<file path="config.mk">
export PLATFORM = sky130hd
export DESIGN_NAME = clock_fanout_i2c_output_enable
export DESIGN_NICKNAME = d
export VERILOG_FILES = /design/src/clock_fanout_i2c_output_enable.v
export VERILOG_INCLUDE_DIRS = /design/src
export SDC_FILE = /design/constraint.sdc
export NUM_CORES = 1
export LEC_CHECK = 0
export BUFFER_PORTS_ARGS = -buffer_cell sky130_fd_sc_hd__buf_2
export CORE_MARGIN = 3
export CORE_UTILIZATION = 60
export CTS_BUF_LIST = sky130_fd_sc_hd__clkbuf_4 sky130_fd_sc_hd__clkbuf_8 sky130_fd_sc_hd__clkbuf_16
export CTS_CLUSTER_DIAMETER = 40
export CTS_CLUSTER_SIZE = 16
export DETAILED_ROUTE_END_ITERATION = 7
export GPL_TIMING_DRIVEN = 1
export PLACE_DENSITY = 0.88
export SETUP_SLACK_MARGIN = 0.1
export SLEW_MARGIN = 15
export SYNTH_ARGS = -nofsm -noshare
export SYNTH_HDL_FRONTEND = slang
export SYNTH_SLANG_ARGS = --single-unit
</file>
<file path="constraint.sdc">
create_clock -name core_clk -period 3.4 [get_ports core_clk]
set_clock_uncertainty 0.2 [all_clocks]
set_input_delay 0.17 -clock core_clk [delete_from_list [all_inputs] [get_ports core_clk]]
set_output_delay 0.17 -clock core_clk [all_outputs]
set_load 0.01 [all_outputs]
</file>
<file path="src/clock_fanout_consts.vh">
`ifndef CLOCK_FANOUT_CONSTS_VH
`define CLOCK_FANOUT_CONSTS_VH

// serial bus identity and direction
`define SLAVE_ADDR 7'h69
`define DIR_READ 1'b1

// byte count returned first on a read
`define READ_BYTE_COUNT 8'h03

// power-up contents of the three enable latches (all outputs enabled)
`define OE_LOW_RESET 8'hff
`define OE_MID_RESET 8'hff
`define OE_HIGH_RESET 8'hff

// filler returned past the last latch byte
`define READ_FILLER 8'hff

// number of outputs and latch bytes
`define NUM_CLK_OUT 13
`define NUM_LATCH 3

// field positions inside the latch bytes
`define OE_LOW_UPPER 7:6
`define OE_LOW_LOWER 3:0
`define OE_MID_UPPER 7:4
`define OE_MID_LOWER 1:0
`define OE_HIGH_BIT 6

// bit counting on the serial side
`define BITS_PER_BYTE 4'h8
`define BIT_MSB 7

// byte sequence positions within a transfer
`define WR_IDX_FIRST_DATA 3'h2
`define WR_IDX_LAST_DATA 3'h4
`define RD_IDX_COUNT 3'h0
`define RD_IDX_LAST_DATA 3'h3
`define IDX_SATURATE 3'h7

`endif

</file>
<file path="src/clock_fanout_i2c_output_enable.v">
`timescale 1ns/10ps
`include "clock_fanout_consts.vh"

module clock_fanout_i2c_output_enable (
    input wire core_clk, // system clock, 100 MHz
    input wire srst, // synchronous reset, active high
    input wire bufClkIn, // clock to be fanned out
    input wire serialClkIn, // bus clock from the master
    input wire serial_data_pin, // bus data level seen on the wire
    output reg [12:0] clkOut_r, // gated clock copies
    output reg sdaOut_r, // data pin drive value, always low
    output reg sdaOutEnN_r // data pin enable, low while pulling down
);

    // sequencer states; ST_WAIT parks the slave after a foreign address or a
    // master not-acknowledge until the next start or stop
    localparam ST_IDLE = 3'h0;
    localparam ST_ADDR = 3'h1;
    localparam ST_ACK = 3'h2;
    localparam ST_WRITE = 3'h3;
    localparam ST_READ = 3'h4;
    localparam ST_MACK = 3'h5;
    localparam ST_WAIT = 3'h6;

    // samplers, filtered levels and their one-cycle delayed copies
    reg [2:0] sclSync_r;
    reg [2:0] sdaSync_r;
    reg [2:0] bufSync_r;
    reg sclF_r;
    reg sdaF_r;
    reg bufF_r;
    reg sclPrev_r;
    reg sdaPrev_r;
    // sequencer registers and their next values
    reg [2:0] state_r;
    reg [2:0] state_nxt;
    reg [3:0] bitCnt_r;
    reg [3:0] bitCnt_nxt;
    reg [7:0] shift_r;
    reg [7:0] shift_nxt;
    reg [2:0] byteIdx_r;
    reg [2:0] byteIdx_nxt;
    reg readDir_r;
    reg readDir_nxt;
    reg drive_r;
    reg drive_nxt;
    reg masterAck_r;
    reg masterAck_nxt;
    // the three enable latches and the write strobe into them
    reg [7:0] latch_r [0:2];
    reg latchWe;
    reg [1:0] latchSel;
    reg [7:0] txByte;
    // decoded bus events, gate vector and next byte position
    wire sclRise;
    wire sclFall;
    wire startEv;
    wire stopEv;
    wire [12:0] gateVec;
    wire [2:0] nextIdx;

    // three stage samplers; a level is accepted only once stages two and three
    // agree, which filters single-cycle glitches at the cost of ~40 ns latency,
    // negligible against a 5 us bus half period
    always @(posedge core_clk) begin
        if (srst) begin
            sclSync_r <= 3'h7;
            sdaSync_r <= 3'h7;
            bufSync_r <= 3'h0;
            sclF_r <= 1'b1;
            sdaF_r <= 1'b1;
            bufF_r <= 1'b0;
            sclPrev_r <= 1'b1;
            sdaPrev_r <= 1'b1;
        end else begin
            sclSync_r <= {sclSync_r[1:0], serialClkIn};
            sdaSync_r <= {sdaSync_r[1:0], serial_data_pin};
            bufSync_r <= {bufSync_r[1:0], bufClkIn};
            if (sclSync_r[1] == sclSync_r[2]) begin
                sclF_r <= sclSync_r[2];
            end
            if (sdaSync_r[1] == sdaSync_r[2]) begin
                sdaF_r <= sdaSync_r[2];
            end
            if (bufSync_r[1] == bufSync_r[2]) begin
                bufF_r <= bufSync_r[2];
            end
            sclPrev_r <= sclF_r;
            sdaPrev_r <= sdaF_r;
        end
    end

    // bus events from the filtered levels
    // a start or stop needs the clock high on both samples, so data that moves
    // in the low phase is never taken for either
    assign sclRise = sclF_r & ~sclPrev_r;
    assign sclFall = ~sclF_r & sclPrev_r;
    assign startEv = sclF_r & sclPrev_r & ~sdaF_r & sdaPrev_r;
    assign stopEv = sclF_r & sclPrev_r & sdaF_r & ~sdaPrev_r;

    // byte index saturates so long transfers never wrap onto a latch
    // a write past the last latch is still acknowledged and simply discarded
    assign nextIdx = (byteIdx_r == `IDX_SATURATE) ? byteIdx_r : byteIdx_r + 3'h1;

    // byte to send for the current read position
    // positions past the last latch read as filler instead of wrapping
    always @* begin
        txByte = `READ_FILLER;
        if (byteIdx_r == `RD_IDX_COUNT) begin
            txByte = `READ_BYTE_COUNT;
        end else if (byteIdx_r <= `RD_IDX_LAST_DATA) begin
            txByte = latch_r[byteIdx_r[1:0] - 2'h1];
        end
    end

    // bus slave sequencer
    always @* begin
        state_nxt = state_r;
        bitCnt_nxt = bitCnt_r;
        shift_nxt = shift_r;
        byteIdx_nxt = byteIdx_r;
        readDir_nxt = readDir_r;
        drive_nxt = drive_r;
        masterAck_nxt = masterAck_r;
        latchWe = 1'b0;
        latchSel = 2'h0;
        if (startEv) begin
            // a start, repeated or not, always reopens address reception
            state_nxt = ST_ADDR;
            bitCnt_nxt = 4'h0;
            byteIdx_nxt = 3'h0;
            drive_nxt = 1'b0;
        end else if (stopEv) begin
            state_nxt = ST_IDLE;
            drive_nxt = 1'b0;
        end else begin
            case (state_r)
                ST_IDLE: begin
                    drive_nxt = 1'b0;
                end
                ST_ADDR, ST_WRITE: begin
                    // eight bits shift in on rising edges; the ninth clock is the acknowledge
                    if (sclRise && bitCnt_r != `BITS_PER_BYTE) begin
                        shift_nxt = {shift_r[6:0], sdaF_r};
                        bitCnt_nxt = bitCnt_r + 4'h1;
                    end else if (sclFall && bitCnt_r == `BITS_PER_BYTE) begin
                        bitCnt_nxt = 4'h0;
                        if (state_r == ST_ADDR) begin
                            if (shift_r[7:1] == `SLAVE_ADDR) begin
                                readDir_nxt = (shift_r[0] == `DIR_READ);
                                drive_nxt = 1'b1;
                                state_nxt = ST_ACK;
                            end else begin
                                state_nxt = ST_WAIT;
                            end
                        end else begin
                            // first two bytes are acked but never stored
                            if (byteIdx_r >= `WR_IDX_FIRST_DATA &&
                                    byteIdx_r <= `WR_IDX_LAST_DATA) begin
                                latchWe = 1'b1;
                                latchSel = byteIdx_r[1:0] - 2'h2;
                            end
                            byteIdx_nxt = nextIdx;
                            drive_nxt = 1'b1;
                            state_nxt = ST_ACK;
                        end
                    end
                end
                ST_ACK: begin
                    // release after the acknowledge clock, then send or receive
                    if (sclFall) begin
                        if (readDir_r) begin
                            shift_nxt = txByte;
                            drive_nxt = ~txByte[`BIT_MSB];
                            bitCnt_nxt = 4'h1;
                            state_nxt = ST_READ;
                        end else begin
                            drive_nxt = 1'b0;
                            state_nxt = ST_WRITE;
                        end
                    end
                end
                ST_READ: begin
                    // the next bit goes out on each falling edge so data never moves while
                    // the clock is high; the master samples it in the high phase
                    if (sclFall) begin
                        if (bitCnt_r == `BITS_PER_BYTE) begin
                            drive_nxt = 1'b0;
                            byteIdx_nxt = nextIdx;
                            state_nxt = ST_MACK;
                        end else begin
                            shift_nxt = {shift_r[6:0], 1'b0};
                            drive_nxt = ~shift_r[6];
                            bitCnt_nxt = bitCnt_r + 4'h1;
                        end
                    end
                end
                ST_MACK: begin
                    // master not-acknowledge ends the read after a whole byte
                    if (sclRise) begin
                        masterAck_nxt = ~sdaF_r;
                    end else if (sclFall) begin
                        if (masterAck_r) begin
                            shift_nxt = txByte;
                            drive_nxt = ~txByte[`BIT_MSB];
                            bitCnt_nxt = 4'h1;
                            state_nxt = ST_READ;
                        end else begin
                            state_nxt = ST_WAIT;
                        end
                    end
                end
                ST_WAIT: begin
                    // parked: only a start or stop, handled above, moves on from here
                    drive_nxt = 1'b0;
                end
                default: begin
                    state_nxt = ST_IDLE;
                    drive_nxt = 1'b0;
                end
            endcase
        end
    end

    // sequencer state
    // everything moves on the core clock; the bus clock is only ever sampled
    always @(posedge core_clk) begin
        if (srst) begin
            state_r <= ST_IDLE;
            bitCnt_r <= 4'h0;
            shift_r <= 8'h00;
            byteIdx_r <= 3'h0;
            readDir_r <= 1'b0;
            drive_r <= 1'b0;
            masterAck_r <= 1'b0;
        end else begin
            state_r <= state_nxt;
            bitCnt_r <= bitCnt_nxt;
            shift_r <= shift_nxt;
            byteIdx_r <= byteIdx_nxt;
            readDir_r <= readDir_nxt;
            drive_r <= drive_nxt;
            masterAck_r <= masterAck_nxt;
        end
    end

    // enable latches; every bit is stored whole, reserved ones included
    // a byte cut short by a stop never raises the strobe, so it is dropped whole
    always @(posedge core_clk) begin
        if (srst) begin
            latch_r[0] <= `OE_LOW_RESET;
            latch_r[1] <= `OE_MID_RESET;
            latch_r[2] <= `OE_HIGH_RESET;
        end else if (latchWe) begin
            latch_r[latchSel] <= shift_r;
        end
    end

    // open-drain data pin: drive value is fixed low, only the enable moves
    // the enable follows the next drive value so the pin moves with drive_r
    always @(posedge core_clk) begin
        if (srst) begin
            sdaOut_r <= 1'b0;
            sdaOutEnN_r <= 1'b1;
        end else begin
            sdaOut_r <= 1'b0;
            sdaOutEnN_r <= ~drive_nxt;
        end
    end

    // output gate map; bits not listed here drive nothing
    // unused and reserved latch bits stay readable but reach no output
    assign gateVec = {latch_r[2][`OE_HIGH_BIT],
                      latch_r[1][`OE_MID_UPPER], latch_r[1][`OE_MID_LOWER],
                      latch_r[0][`OE_LOW_UPPER], latch_r[0][`OE_LOW_LOWER]};

    // one flop per output keeps the copies aligned; the copy is the sampled
    // input clock, so it only tracks inputs well below half the core rate
    genvar gi;
    generate
        for (gi = 0; gi < `NUM_CLK_OUT; gi = gi + 1) begin : gOut
            always @(posedge core_clk) begin
                if (srst) begin
                    clkOut_r[gi] <= 1'b0;
                end else begin
                    clkOut_r[gi] <= gateVec[gi] & bufF_r;
                end
            end
        end
    endgenerate

endmodule // clock_fanout_i2c_output_enable

</file>
==> out/summary.txt, run 1 <==
status = complete, no violations
Synth area leader = dfxtp_1
layout cell share with drive strength beyond 1 = 24.2%
Placer Congestion = 0.850
count leader, synth = dfxtp_1
max layer used = met4
Die X = 86.8 um
Synth Register Bits = 81
crit path time final = 2.63 ns
clock share of power = 37.4%
fraction of registers with async set/reset = 0%
Area contributors post-synth = dfxtp_1 25%, edfxtp_1 25%, mux4_2 4.6%, a21oi_1 3.7%, or2_2 3.7%
Power Internal = 1.44 mW
Rows = 28
Area Overhead vs Synth = 8.09%
Mean Syn Cell Area = 10.9 um^2
vias in the first global route = 2648
Worst R2R Start = state_r[2]
CTS tree = done
Final TNS setup = 0 ns
Reg2Reg Setup Slack = 0.77 ns
Mapped Cells = 359
CP Launch Type = flip-flop
WL met2 = 3.89 mm
crit path capture = latch_r[2][3]
max-cap viol count = 0
Post-synth top flop = dfxtp_1
register area share after synthesis = 49.6%
Root Buffer = clkbuf_8
antenna viol nets, final = 0
Final Hold Fails = 0
first-pass GRT wire length = 13.3 mm
Clock H-tree levels = 3
FILL cells = 441
Crit Path Class = reg -> reg
TritonRoute pass-1 iters = 4
area share of the leading cell type in the synthesized netlist = 25.1%
Iter 0 DRT Violations = 228
Net Count, Synth = 371
Core Region = 6130 um^2
post-CTS setup buffers = 0
Port Buffer Count = 18
Starting Density = 63.8%
hold crit path type = in -> reg
hold wc startpoint = srst
pwr dens = 448 nW/um^2
net switching power figure = 456 uW
sw frac = 24.1%
number of buffers created by CTS = 9
number of clock sinks = 81
Worst EP required = 3.20 ns
Mapped Area = 3910 um^2
CP arrival = 2.43 ns
Reg power frac = 56.4%
EDFF count, synth = 32
largest net degree at the start of global routing = 28
nets@finish = 383
hpwl dp = 5.71 mm
M1 WL = 3.59 mm
VDD IR-drop max = 335 uV
Max Root-Sink Buffers = 2
pins over their slew limit = 0
CP Max Fanout = 23
DR vias = 2779
Leak Pwr = 1.50 nW
final setup fails = 0
I/O pins = 20
Routed WL = 8.12 mm
Gate power share = 6.2%
Clock transition at path regs = 0.09 ns
gr ovfl total = 0
Finished Core Util = 69.0%
RSZ-0062 raised after global routing = no
cell depth of the worst flop-to-flop path = 6
antenna violations before repair = 0
Fmax = 380 MHz
Reg-to-Reg End = latch_r[2][3]
metal3 WL = 470 um
die height = 86.8 um
Ant. Diodes = 0
GRT Util Overall = 23.2%
measured slew at the worst slew-check pin = 0.833 ns
DR vias/cell = 6.16
period utilization = 77.4%
Syn. warnings = 0
Remaining DRCs = 0
DIE AREA = 7530 um^2
clk_lat worst skew = 0.35 ns
Hold Path Depth = 2
Synth cell types = 71
crit end category = flip-flop
Synth top cells by count = 49 x dfxtp_1, 32 x edfxtp_1, 29 x a21oi_1, 23 x or2_2, 16 x and2_1
Crit. Startpoint = state_r[2]
routed len/inst = 18.0 um
worst rel slew slack = 44.3%
[worst min path at each step]
stage / slack [ns] / end
finish: 0.06 / readDir_r
global placement: 0.16 / sclSync_r[0]
detailed placement: 0.16 / sclSync_r[0]
floorplan: 0.07 / sclSync_r[0]
global route: 0.10 / readDir_r
CTS: 0.06 / readDir_r
[state kept, by name, indices dropped and copies added, names as in the netlist, 3 cells and up]
signal     cells
clkOut_r      13
shift_r        8
bitCnt_r       4
byteIdx_r      3
state_r        3
sdaSync_r      3
latch_r       32
bufSync_r      3
sclSync_r      3
[cell usage in the layout (no fill, tap or decap), drive strengths merged, types with 10 or more instances in the layout]
master	instances
dfxtp	49
nand2	15
edfxtp	32
inv	12
nor3	16
buf	23
or2	28
clkbuf	10
a21oi	30
nor2	15
and2	16
nand2b	14
[kinds of logic after synthesis]
kind of cell               Yosys count  synth area share [%]
and+or+nand+nor                    138                  22.3
other                                1                0.0958
buffers and inverters               36                  4.48
muxes                               12                  5.63
xor gates and xnor gates             2                 0.448
adders and majority gates            7                  2.24
DFF                                 81                  49.6
AOI/OAI and AO/OA                   82                  15.2
[cell type report]
class                           count  area, um^2  area share (%)
Clock buffer                       10         131            3.11
Clock inverter                      6        67.6            1.60
Inverter                           11        41.3           0.976
Multi-Input combinational cell    242        1800            42.5
Sequential cell                    81        1940            45.9
Tap cell                           75        93.8            2.22
Timing Repair Buffer               26         158            3.73
[power by group through the flow]
stage	registers, mW	clock network, mW	logic (mW)
3_3_place_gp	1.09	0	0.108
6_report	1.07	0.708	0.117
3_5_place_dp	1.09	0	0.113
4_1_cts	1.07	0.715	0.116
2_1_floorplan	1.08	0	0.0921
5_1_grt	1.07	0.752	0.129
[worst max-delay path, cell delays in order, from the launching register on]
cell	delay, ns
dfxtp_1	0.53
nand2b_4	0.27
nor3_1	0.30
nand4_1	0.21
nor3_2	0.18
buf_4	0.20
or2_1	0.38
[routing by layer]
layer | vias up | global-route usage [%]
li1 | 1337 | -
met1 | 1344 | 32.7
met2 | 80 | 35.5
met3 | 18 | 4.18
met4 | 0 | 9.35
met5 | - | 0
[repair_timing]
action,in CTS,in global routing
gates resized for setup,0,0
hold buffers,3,0
setup endpoints to repair,0,0
endpoints found under the hold margin,3,0
[through the flow]
step	hold slack (ns)	instance area [um^2]	total power, mW	instances	worst slack (ns)
CTS	0.0606	4230	1.90	451	0.775
finish	0.0647	4230	1.89	451	0.768
detailed placement	0.158	4000	1.20	432	0.802
global placement	0.155	4000	1.20	432	0.885
floorplan	0.0738	3910	1.17	359	0.763
global route	0.101	4230	1.95	451	0.535
(Power assumes the default switching activity.)
==> run 2: changes to the inputs <==
clock period = 2.68 ns   (was 3.4 ns; I/O delays follow)
==> run 2 against run 1 <==
Net effect:
- setup slack lost 0.50 ns
- sequential power increased by 27%
- sequential cell count unchanged
- clock power grew 28%
- power grew 27%
- register-to-register slack got worse by 0.50 ns
- clock-buffer cell count did not move
- via count rose by 3.0%
- cell count increased by 2.9%
- utilization is 1.7 points higher
- sequential share of layout area down 1.1 points
- critical path type unchanged
- critical endpoint is now latch_r[0][4]
- largest cell class unchanged
- largest power group unchanged
==> out/summary.txt, run 2 (synthesis results as in run 1) <==
status = complete, no violations
Clock H-tree levels = 3
Worst R2R Start = bitCnt_r[0]
vias in the first global route = 2725
Fmax = 414 MHz
worst rel slew slack = 49.0%
hpwl dp = 5.96 mm
CP arrival = 2.33 ns
clk_lat worst skew = 0.36 ns
Ant. Diodes = 0
DIE AREA = 7530 um^2
max reg flops = 32
number of buffers created by CTS = 9
Worst EP required = 2.59 ns
measured slew at the worst slew-check pin = 0.763 ns
Crit Path Class = reg -> reg
Placer Congestion = 0.861
pwr dens = 557 nW/um^2
die height = 86.8 um
FILL cells = 440
CP cell instances = inv_1 > ha_1 > nand3b_4 > nor3_1 > and4_1 > nand3_2 > buf_4 > or2_2
Root Buffer = clkbuf_8
commonest cells after routing, fill and taps aside = 48 x dfxtp_1, 32 x edfxtp_1, 29 x a21oi_1
crit end category = flip-flop
Crit. Startpoint = bitCnt_r[0]
Port Buffer Count = 18
Max Root-Sink Buffers = 2
biggest regs = latch_r: 32 flops, clkOut_r: 13 flops, shift_r: 8 flops
number of clock sinks = 81
Final Hold Fails = 0
largest net degree at the start of global routing = 27
I/O pins = 20
first-pass GRT wire length = 13.8 mm
final total power = 2.41 mW
gr ovfl total = 0
crit path time final = 2.41 ns
Iter 0 DRT Violations = 215
post-CTS setup buffers = 0
Buffers & Inverters on Critical Path = 2
DR vias = 2862
Leak Pwr = 1.56 nW
VDD IR-drop max = 547 uV
period utilization = 90.1%
CP Launch Type = flip-flop
Clock transition at path regs = 0.08 ns
CP Max Fanout = 6
nets@finish = 396
largest register by flop count = latch_r
max-cap viol count = 0
most common cell after layout, fill and taps aside = dfxtp_1
Core Region = 6130 um^2
layout cell share with drive strength beyond 1 = 27.0%
TritonRoute pass-1 iters = 5
CP delay by family, top = simple AND/OR/NAND/NOR gates
hold wc startpoint = sdaSync_r[0]
final setup fails = 0
Starting Density = 63.8%
Area Overhead vs Synth = 10.8%
Rows = 28
Worst path slowest cell = dfxtp_1
antenna viol nets, final = 0
Routed WL = 8.51 mm
GRT Util Overall = 24.5%
antenna violations before repair = 0
Die X = 86.8 um
Fin Hold WS = 0.209 ns
DR vias/cell = 6.17
hold crit path type = reg -> reg
Final TNS setup = 0 ns
CTS tree = done
RSZ-0062 raised after global routing = no
max incr delay on CP = 0.33 ns
pins over their slew limit = 0
routed len/inst = 18.3 um
Remaining DRCs = 0
-- run 2: changes by cell type in the layout (fill, tap and decap cells not counted), sizes merged --
cell and change:
buf +12, dlygate4sd3 +1, clkinv -1, clkinvlp +1
-- run 2: timing repair --
action,4_1_cts,5_1_grt
resized for setup,0,1
endpoints found under the hold margin,5,0
hold buffers,4,0
setup endpoints to repair,0,2
-- run 2: layer usage --
layer / GRT usage, % / routed length (um) / vias up
met4: 9.07 / 188 / 0
met3: 6.37 / 460 / 18
met1: 33.1 / 3780 / 1387
li1: - / - / 1353
met5: 0 / 0 / -
met2: 38.2 / 4080 / 104
-- run 2: metrics by stage --
step | setup slack (ns) | instances | area, um^2 | utilization [%]
floorplan | 0.180 | 359 | 3910 | -
global placement | 0.282 | 444 | 4090 | 66.7
detailed placement | 0.237 | 444 | 4090 | 66.7
CTS | 0.221 | 464 | 4330 | 70.7
global route | 0.114 | 464 | 4330 | 70.7
finish | 0.266 | 464 | 4330 | 70.7
-- run 2: power breakdown --
| part | total, mW | internal, mW | switching [mW] |
|---|---|---|---|
| Combinational | 0.153 | 0.0648 | 0.0879 |
| Sequential | 1.36 | 1.32 | 0.0379 |
| Clock | 0.906 | 0.457 | 0.449 |
| Total | 2.41 | 1.84 | 0.575 |
-- run 2: cell type report --
| cell class | count | area [um^2] | area share [%] |
|---|---|---|---|
| Multi-Input combinational cell | 242 | 1800 | 41.4 |
| Tap cell | 75 | 93.8 | 2.17 |
| Clock inverter | 6 | 65.1 | 1.50 |
| Sequential cell | 81 | 1940 | 44.8 |
| Clock buffer | 10 | 138 | 3.18 |
| Timing Repair Buffer | 39 | 258 | 5.95 |
| Inverter | 11 | 41.3 | 0.953 |
-- run 2: path summary, 6_finish.rpt --
| path | to | slack (ns) | cells after the start |
|---|---|---|---|
| max | latch_r[0][4] | 0.27 | 8 |
| max reg2reg | latch_r[0][4] | 0.27 | 8 |
| min | sdaSync_r[1] | 0.21 | 1 |
| min reg2reg | sdaSync_r[1] | 0.21 | 1 |
==> run 3: changes to the inputs <==
ABC_AREA = 1   (was default)
CELL_PAD_IN_SITES_DETAIL_PLACEMENT = 1   (was default)
CELL_PAD_IN_SITES_GLOBAL_PLACEMENT = 1   (was default)
CORE_UTILIZATION = 45   (was 60)
PLACE_DENSITY = 0.89   (was 0.88)
==> run 3 against run 2 <==
Net effect:
- area after synthesis fell by 1.5%
- largest cell class unchanged
- highest routed layer unchanged
- via count rose by 15%
- critical path type unchanged
- clock-buffer cell count rose by 3
- hold slack improved by 0.0054 ns
- sequential share of layout area barely moved
==> out/summary.txt, run 3 <==
number of buffers created by CTS = 9
Synth Register Bits = 81
Crit Path Class = reg -> reg
Root Buffer = clkbuf_8
hpwl dp = 7.36 mm
gr ovfl total = 0
worst rel slew slack = 65.8%
Clock H-tree levels = 3
Routed WL = 10.2 mm
CTS tree = done
Leak Pwr = 1.93 nW
Rows = 33
fin area = 4330 um^2
largest register by flop count = latch_r
Most common cell on crit path = o21ai_0
Worst path slowest cell = ha_1
status = complete, no violations
Area Overhead vs Synth = 12.4%
vias in the first global route = 3438
crit path time final = 2.38 ns
Area contributors post-synth = dfxtp_1 25%, edfxtp_1 25%, nand2_1 14%, nor2_1 7.5%, inv_1 4.6%
antenna viol nets, final = 0
max reg flops = 32
Die X = 98.5 um
first-pass GRT wire length = 17.0 mm
Core Region = 8260 um^2
CP arrival = 2.47 ns
cell depth of the worst flop-to-flop path = 8
max-cap viol count = 0
measured slew at the worst slew-check pin = 0.512 ns
TritonRoute pass-1 iters = 4
Clock transition at path regs = 0.09 ns
Remaining DRCs = 0
DIE AREA = 9710 um^2
Synth top cells by count = 146 x nand2_1, 77 x nor2_1, 49 x dfxtp_1, 47 x inv_1
final setup fails = 0
pwr dens = 646 nW/um^2
GRT Util Overall = 21.9%
Max Root-Sink Buffers = 2
max incr delay on CP = 0.63 ns
fraction of registers with async set/reset = 0%
DR vias/cell = 5.20
nets@finish = 536
number of clock sinks = 81
I/O pins = 20
crit end category = flip-flop
post-CTS setup buffers = 0
die height = 98.5 um
Fmax = 420 MHz
Placer Congestion = 0.932
Syn. warnings = 0
Net Count, Synth = 513
Port Buffer Count = 18
RSZ-0062 raised after global routing = no
Final TNS setup = 0 ns
EDFF count, synth = 32
Final Hold Fails = 0
register area share after synthesis = 50.4%
count leader, synth = nand2_1
Worst EP required = 2.78 ns
CP Launch Type = flip-flop
period utilization = 88.7%
CP Max Fanout = 14
Mapped Area = 3850 um^2
Post-synth top flop = dfxtp_1
Mapped Cells = 501
DP Area = 4040 um^2
most common cell after layout, fill and taps aside = nand2_1
layout cell share with drive strength beyond 1 = 14.4%
area share of the leading cell type in the synthesized netlist = 25.5%
biggest regs = latch_r: 32 flops, clkOut_r: 13 flops, shift_r: 8 flops
Ant. Diodes = 0
Synth area leader = dfxtp_1
Synth cell types = 31
CP cell instances = inv_1 > ha_1 > o21ai_0 > o21ai_0 > o21ai_0 > nand2_1 > nor2_1 > nor2_1
commonest cells after routing, fill and taps aside = 145 x nand2_1, 77 x nor2_1, 49 x dfxtp_1
Iter 0 DRT Violations = 268
routed len/inst = 16.0 um
largest net degree at the start of global routing = 27
pins over their slew limit = 0
DR vias = 3296
Mean Syn Cell Area = 7.69 um^2
antenna violations before repair = 0
Fin Hold WS = 0.214 ns
hold crit path type = reg -> reg
Starting Density = 46.7%
clk_lat worst skew = 0.36 ns
VDD IR-drop max = 232 uV
Hold Path Depth = 1
==> run 3: cell types whose count changed in the layout (fill, tap and decap cells not counted), moves of 13 or more <==
cell      change
nor2_1       +64
and2_1       -16
or2_2        -16
a21oi_1      -17
nand3_1      +27
nand2b_1     -13
inv_1        +36
nand2_1     +130
o21ai_0      +16
buf_4        -14
==> run 3: per-layer routing <==
metal  up-vias  global-route usage (%)  wire, um
met5         -                       0         0
met4         0                    7.77       201
met3        22                    2.76       320
met2        66                    37.2      4990
met1      1578                    28.8      4660
li1       1630                       -         -
==> run 3: cells by family (layout without fill, tap and decap cells) <==
family | Yosys count | count (layout) | share of synthesized area [%]
simple gates | 293 | 293 | 32.9
flops | 81 | 81 | 50.4
buf+inv | 69 | 97 | 7.18
compound gates | 49 | 49 | 6.95
fa+ha+maj | 7 | 7 | 2.27
other cells | 1 | 1 | 0.0973
xor+xnor | 1 | 1 | 0.227
==> run 3: worst paths after layout <==
check                               endpoint          from  slack, ns
worst max-delay path              shift_r[1]  byteIdx_r[1]       0.30
worst min-delay path            sdaSync_r[1]  sdaSync_r[0]       0.21
worst min register to register  sdaSync_r[1]  sdaSync_r[0]       0.21
worst max register to register    shift_r[1]  byteIdx_r[1]       0.30
==> run 3: cell type report <==
type	count	area (um^2)
fill	1024	3930
sequential	81	1940
multi-input combinational	351	1660
inverter	56	210
clock buffer	13	189
timing repair buffer	25	153
tap	105	131
clock inverter	3	45.0
==> run 3: timing repair <==
| item | in CTS | in global routing |
|---|---|---|
| endpoints found under the hold margin | 11 | 0 |
| setup endpoints to repair | 0 | 32 |
| gates resized for setup | 0 | 4 |
| hold buffers | 4 | 0 |
==> run 3: per-stage QoR <==
step           setup WS [ns]  util (%)  cells  total power [mW]
4_1_cts                0.112      52.2    634              2.79
6_report               0.302      52.5    634              2.80
3_5_place_dp           0.136      48.9    614              1.77
2_1_floorplan          0.115         -    501              1.66
5_1_grt                0.127      52.5    634              2.91
3_3_place_gp           0.319      48.9    614              1.75
==> run 3: critical path, delay by kind of cell (launching register included) <==
family | cells | cell delay [ns]
compound gates | 3 | 0.66
fa+ha+maj | 1 | 0.63
simple gates | 3 | 0.22
flops | 1 | 0.47
buf+inv | 1 | 0.13
==> run 3: power by group <==
group	total, mW	switching (mW)	internal, mW
logic	0.409	0.293	0.116
clock network	1.04	0.470	0.568
registers	1.35	0.0344	1.32
